**config.mk**
```make
export PLATFORM = sky130hd
export DESIGN_NAME = svbl_regs
export DESIGN_NICKNAME = d
export VERILOG_FILES = /design/src/design/svbl_pkg.sv /design/src/design/svbl_regs.sv
export SDC_FILE = /design/constraint.sdc
export NUM_CORES = 1
export LEC_CHECK = 0
export ABC_AREA = 0
export BUFFER_PORTS_ARGS = -buffer_cell sky130_fd_sc_hd__buf_2
export CORE_ASPECT_RATIO = 1.2
export CORE_MARGIN = 10
export CORE_UTILIZATION = 30
export DETAILED_ROUTE_END_ITERATION = 16
export HOLD_SLACK_MARGIN = 0.15
export PLACE_DENSITY = 0.58
export SYNTH_ARGS = -nofsm -noshare
export SYNTH_HDL_FRONTEND = slang
export SYNTH_SLANG_ARGS = --single-unit
```
**constraint.sdc**
```tcl
create_clock -name mclk -period 2 [get_ports mclk]
set_clock_uncertainty 0.05 [all_clocks]
set_input_delay 0.5 -clock mclk [delete_from_list [all_inputs] [get_ports mclk]]
set_output_delay 0.5 -clock mclk [all_outputs]
set_load 0.005 [all_outputs]
```
**src/design/svbl_pkg.sv**
```systemverilog
// Package for the loop band / lock status register bank.
// Assumes a plain register port with word indices 0x0B..0x11, byte address = 4 * index.
package svbl_pkg;
  localparam int          AW            = 8;
  localparam int          DW            = 32;
  // Printed offsets are register indices; byte address is four times the index
  localparam logic [7:0]  IDX_RSVD_A    = 8'h0B;
  localparam logic [7:0]  IDX_LOOP1_GR  = 8'h0C;
  localparam logic [7:0]  IDX_RSVD_B    = 8'h0D;
  localparam logic [7:0]  IDX_LOOP2_GR  = 8'h0E;
  localparam logic [7:0]  IDX_STATUS    = 8'h0F;
  localparam logic [7:0]  IDX_IRQ_STAT  = 8'h10;
  localparam logic [7:0]  IDX_IRQ_MASK  = 8'h11;
  localparam int          GR_BIT        = 31;
  localparam int          L2_LOCK_BIT   = 23;
  localparam int          L1_LOCK_BIT   = 21;
  localparam int          VAR_LSB       = 17;
  localparam logic        GR_RESET      = 1'b0;
  localparam logic [31:0] ZERO_WORD     = 32'h0000_0000;
  localparam logic [1:0]  ZERO_IRQ      = 2'h0;
  // Interrupt status/mask layout: bit0 loop1 lock lost, bit1 loop2 lock lost
  localparam int          IRQ_L1        = 0;
  localparam int          IRQ_L2        = 1;

  typedef struct packed {
    logic [7:0]  addr;
    logic [31:0] wdata;
    logic        wr;
    logic        rd;
  } svbl_bus_t;

  typedef struct packed {
    logic loop2Locked;
    logic loop1Locked;
  } svbl_lock_t;
endpackage : svbl_pkg

```
**src/design/svbl_regs.sv**
```systemverilog
// Loop band select and lock status register bank.
// Assumes synchronous lock-detector inputs, bus strobes of one cycle each.
`timescale 1ns/1ps
`default_nettype none
module svbl_regs #(
  parameter logic [31:0] FACTORY_A   = 32'h0000_0000,
  parameter logic [31:0] FACTORY_B   = 32'h0000_0000,
  parameter logic [30:0] FACTORY_GR1 = 31'h0000_0000,
  parameter logic [30:0] FACTORY_GR2 = 31'h0000_0000,
  // Arbitrary value, not tied to any real part
  parameter logic [1:0]  VARIANT     = 2'h2
) (
  input  wire logic                    mclk,
  input  wire logic                    rst,
  input  wire svbl_pkg::svbl_bus_t     bus,
  input  wire svbl_pkg::svbl_lock_t    lockIn,
  output var  logic [31:0]             rdata,
  output var  logic                    loop1VcoGainRangeBit,
  output var  logic                    loop2VcoGainRangeBit,
  output var  logic                    irq
);
  logic [31:0] rsvdA_reg;
  logic [31:0] rsvdB_reg;
  logic [31:0] gr1_reg;
  logic [31:0] gr2_reg;
  logic [1:0]  lock_reg;
  logic [1:0]  irqStat_reg;
  logic [1:0]  irqMask_reg;
  logic [31:0] rdata_next;
  logic [1:0]  irqStat_next;
  logic [31:0] statusWord;
  logic [1:0]  lockLost;
  wire         selA    = bus.addr == svbl_pkg::IDX_RSVD_A;
  wire         selGr1  = bus.addr == svbl_pkg::IDX_LOOP1_GR;
  wire         selB    = bus.addr == svbl_pkg::IDX_RSVD_B;
  wire         selGr2  = bus.addr == svbl_pkg::IDX_LOOP2_GR;
  wire         selStat = bus.addr == svbl_pkg::IDX_STATUS;
  wire         selIst  = bus.addr == svbl_pkg::IDX_IRQ_STAT;
  wire         selImk  = bus.addr == svbl_pkg::IDX_IRQ_MASK;
  wire [1:0]   lockNow = {lockIn.loop2Locked, lockIn.loop1Locked};

  ////////////////////////////////////////////////////////////////////////////
  // Write enables, one per storage word; the status word has none
  wire         wrA     = bus.wr && selA;
  wire         wrB     = bus.wr && selB;
  wire         wrGr1   = bus.wr && selGr1;
  wire         wrGr2   = bus.wr && selGr2;
  wire         wrIst   = bus.wr && selIst;
  wire         wrImk   = bus.wr && selImk;

  ////////////////////////////////////////////////////////////////////////////
  // Status word is built from live detector levels
  always_comb
  begin
    statusWord = svbl_pkg::ZERO_WORD;
    statusWord[svbl_pkg::L2_LOCK_BIT] = lockIn.loop2Locked;
    statusWord[svbl_pkg::L1_LOCK_BIT] = lockIn.loop1Locked;
    statusWord[svbl_pkg::VAR_LSB +: 2] = VARIANT;
  end

  // Falling edge of a lock level is an event
  assign lockLost = lock_reg & ~lockNow;

  // Set beats the write-one clear in the same cycle
  assign irqStat_next = (irqStat_reg & ~(wrIst ? bus.wdata[1:0] : svbl_pkg::ZERO_IRQ))
                        | lockLost;

  // read returns live lock state, unknown index reads zero
  assign rdata_next = !bus.rd ? svbl_pkg::ZERO_WORD :
                      selA    ? rsvdA_reg :
                      selGr1  ? gr1_reg :
                      selB    ? rsvdB_reg :
                      selGr2  ? gr2_reg :
                      selStat ? statusWord :
                      selIst  ? {30'h0000_0000, irqStat_reg} :
                      selImk  ? {30'h0000_0000, irqMask_reg} :
                      svbl_pkg::ZERO_WORD;

  ////////////////////////////////////////////////////////////////////////////
  // Reserved words stay writable; host is trusted to write back what it read
  // reserved word A restores factory contents
  always_ff @(posedge mclk)
  begin
    if (rst)
    begin
      rsvdA_reg <= FACTORY_A;
    end
    else if (wrA)
    begin
      rsvdA_reg <= bus.wdata;
    end
  end

  // reserved word B restores factory contents
  always_ff @(posedge mclk)
  begin
    if (rst)
    begin
      rsvdB_reg <= FACTORY_B;
    end
    else if (wrB)
    begin
      rsvdB_reg <= bus.wdata;
    end
  end

  ////////////////////////////////////////////////////////////////////////////
  // factory load of low bits; gain bit resets low
  // whole word stored, gain bit steers the loop
  always_ff @(posedge mclk)
  begin
    if (rst)
    begin
      gr1_reg <= {svbl_pkg::GR_RESET, FACTORY_GR1};
    end
    else if (wrGr1)
    begin
      gr1_reg <= bus.wdata;
    end
  end

  // factory load of low bits; gain bit resets low
  // whole word stored, gain bit steers the loop
  always_ff @(posedge mclk)
  begin
    if (rst)
    begin
      gr2_reg <= {svbl_pkg::GR_RESET, FACTORY_GR2};
    end
    else if (wrGr2)
    begin
      gr2_reg <= bus.wdata;
    end
  end

  // Output copy follows the write in the same edge so the loop sees no lag
  always_ff @(posedge mclk)
  begin
    if (rst)
    begin
      loop1VcoGainRangeBit <= svbl_pkg::GR_RESET;
    end
    else
    begin
      loop1VcoGainRangeBit <= wrGr1 ? bus.wdata[svbl_pkg::GR_BIT]
                                    : gr1_reg[svbl_pkg::GR_BIT];
    end
  end

  always_ff @(posedge mclk)
  begin
    if (rst)
    begin
      loop2VcoGainRangeBit <= svbl_pkg::GR_RESET;
    end
    else
    begin
      loop2VcoGainRangeBit <= wrGr2 ? bus.wdata[svbl_pkg::GR_BIT]
                                    : gr2_reg[svbl_pkg::GR_BIT];
    end
  end

  ////////////////////////////////////////////////////////////////////////////
  // Lock history resets to unlocked so release of reset makes no false loss
  always_ff @(posedge mclk)
  begin
    if (rst)
    begin
      lock_reg <= svbl_pkg::ZERO_IRQ;
    end
    else
    begin
      lock_reg <= lockNow;
    end
  end

  always_ff @(posedge mclk)
  begin
    if (rst)
    begin
      irqStat_reg <= svbl_pkg::ZERO_IRQ;
    end
    else
    begin
      irqStat_reg <= irqStat_next;
    end
  end

  always_ff @(posedge mclk)
  begin
    if (rst)
    begin
      irqMask_reg <= svbl_pkg::ZERO_IRQ;
    end
    else if (wrImk)
    begin
      irqMask_reg <= bus.wdata[1:0];
    end
  end

  always_ff @(posedge mclk)
  begin
    if (rst)
    begin
      irq <= 1'b0;
    end
    else
    begin
      irq <= |(irqStat_next & irqMask_reg);
    end
  end

  ////////////////////////////////////////////////////////////////////////////
  // no write path reaches the status word; reads stand one cycle
  always_ff @(posedge mclk)
  begin
    if (rst)
    begin
      rdata <= svbl_pkg::ZERO_WORD;
    end
    else
    begin
      rdata <= rdata_next;
    end
  end
endmodule : svbl_regs
`default_nettype wire

```
# Word level (Yosys, flattened, before mapping)
# Cells that the tools add are included.
dict set report totals {
  register_bits 169
  in_bits 46
  output_inout_bits 35
}
dict set report classes {
  n_eq_ne 7
  n_mux 10
  bitwise_logic 7
  n_reduce_logical 8
}
# cell count
set ops {}
lappend ops {{2-to-1 mux 32 bit} 4}
lappend ops {{equality test 8 x 4 -> 1 bit, second input constant} 5}
lappend ops {{2-to-1 mux 24 bit} 1}
lappend ops {{equality test 8 x 5 -> 1 bit, second input constant} 2}
lappend ops {{bitwise AND 2 bit} 3}
lappend ops {{logical AND 1 bit} 6}
lappend ops {{2-to-1 mux 2 bit} 3}
lappend ops {{inverter 2 bit} 2}
lappend ops {{OR reduction 2 bit} 2}
lappend ops {{2-to-1 mux 1 bit} 2}
lappend ops {{OR 2 bit} 1}
lappend ops {{inverter 1 bit} 1}

# Longest topological paths before layout
# Gate-level depths: netlist of run 1.
dict set report logic_depth {
  ltp_word 8
  mapped_depth 7
}

# Least setup slack after synthesis of run 1
# OpenSTA, ideal clock, no wires.
dict set report synth_path {
  path_kind {input port to flip-flop}
  startpoint {in bus[39] (netlist name)}
  endpoint {reg rdata[0]}
  setup_ns 0.070
  arrival_time_ns 1.922
  required_ns 1.880
  slack_ns -0.042
  cell_stages 5
  cell_sequence {or3_4 buf_6 or4_1 a221o_1 a21oi_1}
}
dict set report synth_via {
  elab_chain_len 8
  word_cells_on_any_way 14
}
# element line
set synth_lines {}
lappend synth_lines {{start: declaration} svbl_regs.sv:15} ;# input wire svbl_pkg::svbl_bus_t bus,
lappend synth_lines {{equality test 8 x 5 -> 1 bit} svbl_regs.sv:39} ;# wire selImk = bus.addr == svbl_pkg::IDX_IRQ_MASK;
lappend synth_lines {{2-to-1 mux 2 bit} svbl_regs.sv:76} ;# selImk ? {30'h0000_0000, irqMask_reg} :
lappend synth_lines {{2-to-1 mux 2 bit} svbl_regs.sv:75} ;# selIst ? {30'h0000_0000, irqStat_reg} :
lappend synth_lines {{2-to-1 mux 24 bit} svbl_regs.sv:74} ;# selStat ? statusWord :
lappend synth_lines {{2-to-1 mux 32 bit} svbl_regs.sv:73} ;# selGr2 ? gr2_reg :
lappend synth_lines {{2-to-1 mux 32 bit} svbl_regs.sv:72} ;# selB ? rsvdB_reg :
lappend synth_lines {{2-to-1 mux 32 bit} svbl_regs.sv:71} ;# selGr1 ? gr1_reg :
lappend synth_lines {{2-to-1 mux 32 bit *} svbl_regs.sv:70} ;# selA ? rsvdA_reg :
lappend synth_lines {{end signal: assignment} svbl_regs.sv:219} ;# rdata <= svbl_pkg::ZERO_WORD;
lappend synth_lines {{end signal: assignment} svbl_regs.sv:223} ;# rdata <= rdata_next;
lappend synth_lines {{end: declaration} svbl_regs.sv:17} ;# output var logic [31:0] rdata,
# Mark *: on every way between the ends. The rest lies on a longest branch, timed or not.
# A chain may end at the register's enable or synchronous reset.

# Final worst setup path of run 1
dict set report layout_path {
  startpoint {in bus[37] (netlist name)}
  endpoint {reg rdata[0]}
}
# Same word-level chain as after synthesis.

==> results of run 1 <==
==> final timing paths <==
path                  start       endpoint  slack, ns  depth (start not counted)
max                 bus[37]       rdata[0]       0.22                          5
min               lockIn[0]    lock_reg[0]       0.29                          2
max reg2reg  irqStat_reg[0]       rdata[0]       0.44                          4
min reg2reg   rsvdA_reg[17]  rsvdA_reg[17]       0.40                          2
==> metal layers <==
metal  vias to the layer above  GRT usage [%]  share of wire (%)
met5                         -              0               0.14
met4                         6          4.906                2.0
met1                      2908          17.06                 43
li1                       3098              -                  -
met2                       152          23.81                 49
met3                        35          3.388                5.1
==> cells in the final DEF (no fill, tap or decap), types with 6 or more instances in the layout <==
master     Yosys  final
nand2_1      228    228
o21ai_0        6      6
nor2b_1        8      6
buf_4          0     63
nor2_1        68     68
dfxtp_1      169    169
nand3_1       32     32
buf_2         16     79
clkbuf_16      0     17
buf_12         0      7
nor3_1        32     30
a21o_1        29     29
mux2i_1       32     32
a21oi_1      155    155
==> power groups by stage <==
stage / combinational [W] / clock, W / sequential, W
6_report: 0.000397 / 0.00323 / 0.00337
5_1_grt: 0.000429 / 0.00340 / 0.00337
4_1_cts: 0.000397 / 0.00329 / 0.00337
3_5_place_dp: 0.000396 / 0 / 0.00345
3_3_place_gp: 0.000396 / 0 / 0.00345
2_1_floorplan: 0.000189 / 0 / 0.00345
==> per-stage QoR <==
| step | hold slack (ns) | power (W) | instance area [um^2] | setup WS [ns] |
|---|---|---|---|---|
| final | 0.2922 | 0.006996 | 8483 | 0.2248 |
| after global routing | 0.2818 | 0.007204 | 8483 | 0.1301 |
| after CTS | 0.2764 | 0.007063 | 8483 | 0.2130 |
| after detailed placement | 0.3961 | 0.003847 | 7908 | -0.2257 |
| after global placement | 0.3899 | 0.003847 | 7908 | -0.2263 |
| after floorplan | 0.3831 | 0.003640 | 6817 | -0.02446 |
==> cell type report <==
type	instances	share of cell area (%)
Sequential cell	169	39.88
Multi-Input combinational cell	625	37.24
Timing Repair Buffer	149	11.89
Clock buffer	18	5.177
Tap cell	279	4.115
Clock inverter	14	1.608
Inverter	2	0.08850
==> kinds of logic (layout without fill, tap and decap cells) <==
family                 count (synthesis)  count (layout)  share of synthesized area (%)
muxes                                 34              34                          5.360
DFF                                  169             169                          49.63
and+or+nand+nor                      389             389                          24.12
buffers and inverters                 72             183                          4.369
AOI/OAI and AO/OA                    202             202                          16.52
==> critical path, stage by stage <==
cell and delay (ns):
buf_2 0.10, or3b_2 0.49, or4_1 0.42, a221o_1 0.34
a21oi_1 0.20
==> qor.log, run 1 <==
[clock_tree] buffer depth of the longest clock path 2
[clock_tree] total clock sinks 169
[layout] number of nets in the finished design 1,010
[timing] final hold viol count 0
[floorplan] placement row count 60
[timing] transition time at the pin with the least slew margin 0.6457 ns
[pwr] power share of the clock group 46.1%
[pwr] Cell Int Power 0.005295 W
[pwr] combinational share of power 5.7%
[outcome] status finished clean
[routing] post-route antenna net violation count 0
[yosys] most frequent cell after synthesis nand2_1
[pwr] leakage 3.364 nW
[pwr] sequential power share 48.2%
[layout] ratio of cells with drive above 1 in the final layout 19.45%
[timing] Slew Viols, Final 0
[routing] Vias/cell 4.936
[worst_setup_path] category of the critical setup timing path in -> reg
[routing] number of DRC violations after detailed-routing iteration 0 450
[global_route] maximum number of pins on one net before global-route repair 137
[yosys] mean cell area of the mapped netlist 7.871 um^2
[global_route] antenna violations before repair 3
[layout] final cell count without fillers 1,256
[clock_tree] total clock buffers created by CTS 17
[worst_setup_path] endpoint required time on the critical path 2.29 ns
[timing] setup repair after global routing missed its margin no
[placed_design] Routability Congestion 0.8147
[clock_tree] H-tree depth reported by CTS 4
[layout] multi-input combinational cell area 0.003159 mm^2
[clock_tree] hold bufs inserted after CTS 0
[timing] setup TNS 0 ns
[placed_design] port bufs 80
[clock_tree] CTS-repair resized insts 0
[yosys] Synth Net Count 912
[clock_tree] clk root buf clkbuf_16
[pwr] switch share 24.32%
[worst_setup_path] critical path fanouts, max 2
[layout] Core Util, Final 37.92%
[yosys] biggest area contributors in the synthesized netlist dfxtp_1, nand2_1, a21oi_1
[yosys] synthesized instance count 866
[floorplan] count of boundary I/O pins 81
[timing] Slew headroom 56.95%
[yosys] Primary FF master, synth dfxtp_1
[yosys] number of enable-type register cells in the synthesized netlist 0
[routing] number of remaining DRC errors 0
[placed_design] hpwl dp 13.68 mm
[pwr] worst voltage drop across the vdd grid 0.5474 mV
[routing] Routed WL per cell 16.29 um
[yosys] Cell Area, Synth 0.006817 mm^2
[yosys] library cell occupying the most area in the post-synthesis netlist dfxtp_1
[clock_tree] CTS tree done
[yosys] number of synthesis warnings 0
[global_route] final global-route overflow total 0
[routing] first-pass iteration count of the detailed router 6
[yosys] synth unique cells 38
[global_route] All-Layer GR Usage 14.09%
[pwr] power density over the cells 824.7 mW/mm^2
[clock_tree] Worst-path clk slew 0.07 ns
[floorplan] starting utilization of the core area 30.47%
[yosys] portion of synthesized cell area occupied by the leading cell type 49.63%
[timing] fin crit share 88.76%
[clock_tree] post-CTS setup buffer count 0
[layout] Layout fillers 2,327
[timing] highest achievable clock rate 0.5633 GHz
[layout] area overhead of the layout relative to synthesis 24.45%
[yosys] most frequent cells after synthesis nand2_1, dfxtp_1, a21oi_1
[routing] sum of routed wire length over all layers 20.46 mm
[worst_setup_path] data arrival time of the critical path 2.06 ns
[placed_design] Placed Cells incl. Taps 1,224
[yosys] sequential cell area fraction in the yosys report 49.63%
[worst_setup_path] CP endpoint kind register
[floorplan] Die ar. 0.02918 mm^2
[layout] number of inserted diodes 0
[hold_path] worst hold path class in -> reg
[timing] setup violation total in the final timing report 0
[worst_setup_path] Worst Setup Start Kind input port
[yosys] asr flop ratio synth 0%
[floorplan] height of the die 185.1 um
[clock_tree] clock latency on the worst-skew pair 0.43 ns
[flow_run] Max-Cap Viols 0
[pwr] switching power of the nets 0.001702 W
[yosys] number of synthesized register bits 169
[global_route] global-route wire length before repair 32.62 mm
[layout] Sequential Area 0.003383 mm^2
[routing] via total after detailed routing 6,199
[timing] post-layout min period 1.775 ns
[global_route] vias in the first global route 5,964
[floorplan] die width 157.6 um
[floorplan] Floorplan Core Area 0.02237 mm^2
No activity file was read; power rests on OpenSTA's default activity.
==> run 2: changes to the inputs <==
Settings changed: GPL_TIMING_DRIVEN set to 0, RECOVER_POWER set to 100.
==> qor.log, run 2 (synthesized netlist as in run 1, its figures left out) <==
[timing] setup repair after global routing missed its margin yes
[floorplan] count of boundary I/O pins 81
[layout] number of inserted diodes 0
[worst_setup_path] ordered cell list for the critical path buf_2 -> nor4b_2 -> nand3_1 -> clkbuf_1 -> o2111ai_1 -> o21ai_0
[layout] Core Util, Final 36.53%
[worst_setup_path] Worst Path Buf+Inv 2
[timing] setup violation total in the final timing report 0
[placed_design] cell area after placement 0.007561 mm^2
[clock_tree] Worst-path clk slew 0.06 ns
[routing] sum of routed wire length over all layers 22.04 mm
[routing] via total after detailed routing 6,291
[layout] leading cell types in the layout, fill and taps excluded nand2_1, dfxtp_1, a21oi_1, nor2_1, clkbuf_1
[clock_tree] clock latency on the worst-skew pair 0.44 ns
[timing] Slew Viols, Final 0
[clock_tree] clk root buf clkbuf_16
[pwr] combinational share of power 5.4%
[global_route] global-route wire length before repair 34.31 mm
[timing] Slew headroom 51.27%
[routing] Vias/cell 5.009
[pwr] worst voltage drop across the vdd grid 0.6445 mV
[timing] highest achievable clock rate 0.5102 GHz
[routing] post-route antenna net violation count 0
[routing] first-pass iteration count of the detailed router 5
[layout] final cell count without fillers 1,256
[pwr] leakage 3.042 nW
[global_route] M1 GR Usage 18.26%
[global_route] antenna violations before repair 1
[pwr] Cell Int Power 0.005340 W
[layout] most frequent standard cell in the layout excluding fill and tap cells nand2_1
[global_route] global routing's busiest layer met2
[worst_setup_path] data arrival time of the critical path 2.20 ns
[floorplan] starting utilization of the core area 30.47%
[pwr] power density over the cells 860.4 mW/mm^2
[layout] area overhead of the layout relative to synthesis 19.88%
[hold_path] worst hold path class in -> reg
[worst_setup_path] Reg-to-Reg Start irqStat_reg[0]
[global_route] Global Route met3 Usage 2.994%
[floorplan] height of the die 185.1 um
[timing] fin crit share 98.01%
[clock_tree] buffer depth of the longest clock path 2
[worst_setup_path] cell family with most CP delay simple AND/OR/NAND/NOR gates
[worst_setup_path] category of the critical setup timing path in -> reg
[routing] number of remaining DRC errors 0
[global_route] maximum number of pins on one net before global-route repair 17
[placed_design] Routability Congestion 0.8688
[hold_path] startpoint of the tightest hold check path lockIn[1]
[routing] number of DRC violations after detailed-routing iteration 0 451
[pwr] power share of the clock group 46.5%
[global_route] vias in the first global route 6,138
[pwr] switch share 24.05%
[worst_setup_path] worst reg2reg setup slack 0.46 ns
[flow_run] Max-Cap Viols 0
[floorplan] Die ar. 0.02918 mm^2
[placed_design] Placed Cells incl. Taps 1,224
[clock_tree] total clock sinks 169
[worst_setup_path] CP endpoint kind register
[layout] ratio of cells with drive above 1 in the final layout 12.90%
[timing] post-layout min period 1.960 ns
[clock_tree] H-tree depth reported by CTS 4
[floorplan] placement row count 60
[timing] transition time at the pin with the least slew margin 0.7309 ns
[layout] number of nets in the finished design 1,010
[worst_setup_path] Critical Path Slowest Stage Cell nor4b_2
[routing] Routed WL per cell 17.55 um
[pwr] switching power of the nets 0.001691 W
[layout] post-layout instance area 0.008172 mm^2
[placed_design] port bufs 79
[hold_path] hold path endpoint lock_reg[1]
[worst_setup_path] critical register-to-register path endpoint rdata[0]
[clock_tree] CTS tree done
[floorplan] die width 157.6 um
[pwr] sequential power share 48.0%
[pwr] total power draw 0.007031 W
[global_route] All-Layer GR Usage 15.24%
[global_route] GRT met2 Usage 26.01%
[worst_setup_path] critical path's largest stage delay 0.53 ns
[worst_setup_path] depth of the worst register-to-register path 4
[floorplan] Floorplan Core Area 0.02237 mm^2
[clock_tree] total clock buffers created by CTS 17
[timing] final hold viol count 0
[global_route] final global-route overflow total 0
[worst_setup_path] critical path fanouts, max 10
[outcome] status finished clean
[worst_setup_path] endpoint required time on the critical path 2.24 ns
[hold_path] number of cells on the worst hold path 2
[worst_setup_path] Worst Setup Start Kind input port
[placed_design] hpwl dp 15.25 mm
## run 2: worst max path at each step
stage                       start          end  slack, ns  cells past startpoint
after floorplan           bus[39]  gr2_reg[10]      -0.02                      6
after global placement    bus[34]    rdata[30]      -0.82                      6
after detailed placement  bus[34]    rdata[29]      -0.79                      6
after CTS                 bus[39]  gr2_reg[28]      0.001                      7
after global routing      bus[39]     rdata[1]      -0.06                      6
final                     bus[39]     rdata[1]       0.04                      6
## run 2: repair_timing
| item | 4_1_cts | 5_1_grt |
|---|---|---|
| hold buffers | 0 | 0 |
| buffers inserted | 0 | 0 |
| pin swaps | 0 | 0 |
| setup endpoints to repair | 66 | 120 |
| resized for setup | 19 | 24 |
| cloned | 0 | 0 |
## run 2: stage by stage
stage / hold WS [ns] / TNS [ns] / setup slack (ns)
after floorplan: 0.3831 / -0.7445 / -0.02446
after global routing: 0.2813 / -0.7325 / -0.05608
after CTS: 0.2547 / 0 / 0.001374
final: 0.2678 / 0 / 0.03982
after detailed placement: 0.3960 / -77.93 / -0.7912
after global placement: 0.3908 / -76.42 / -0.8226
## run 2: routing by layer
metal	vias to the layer above	wire (um)
li1	3110	-
met5	-	10
met4	2	528
met2	162	10740
met1	2980	9685
met3	37	1077
## run 2: cell type report
| cell class | instances | area [um^2] |
|---|---|---|
| flip-flops and latches | 169 | 3383 |
| inverters | 2 | 7.507 |
| plain buffers | 70 | 316.6 |
| repair buffers | 79 | 352.8 |
| clock buffers | 19 | 432.9 |
| multi-input cells | 625 | 3183 |
| well taps | 279 | 349.1 |
| fillers | 2399 | 14200 |
| clock inverters | 13 | 146.4 |
## run 2: worst reg2reg max path, delay by kind of cell (launching register included)
family | cells | cell delay (ns)
AO/OA/AOI/OAI | 2 | 0.54
buffers and inverters | 1 | 0.04
flip-flops | 1 | 0.31
AND/OR/NAND/NOR | 1 | 0.51
## run 2: power by group through the flow
stage | logic, W | clock network (W) | registers (W)
5_1_grt | 0.000410 | 0.00347 | 0.00337
2_1_floorplan | 0.000189 | 0 | 0.00345
3_3_place_gp | 0.000370 | 0 | 0.00345
3_5_place_dp | 0.000372 | 0 | 0.00345
6_report | 0.000383 | 0.00327 | 0.00338
4_1_cts | 0.000379 | 0.00334 | 0.00337
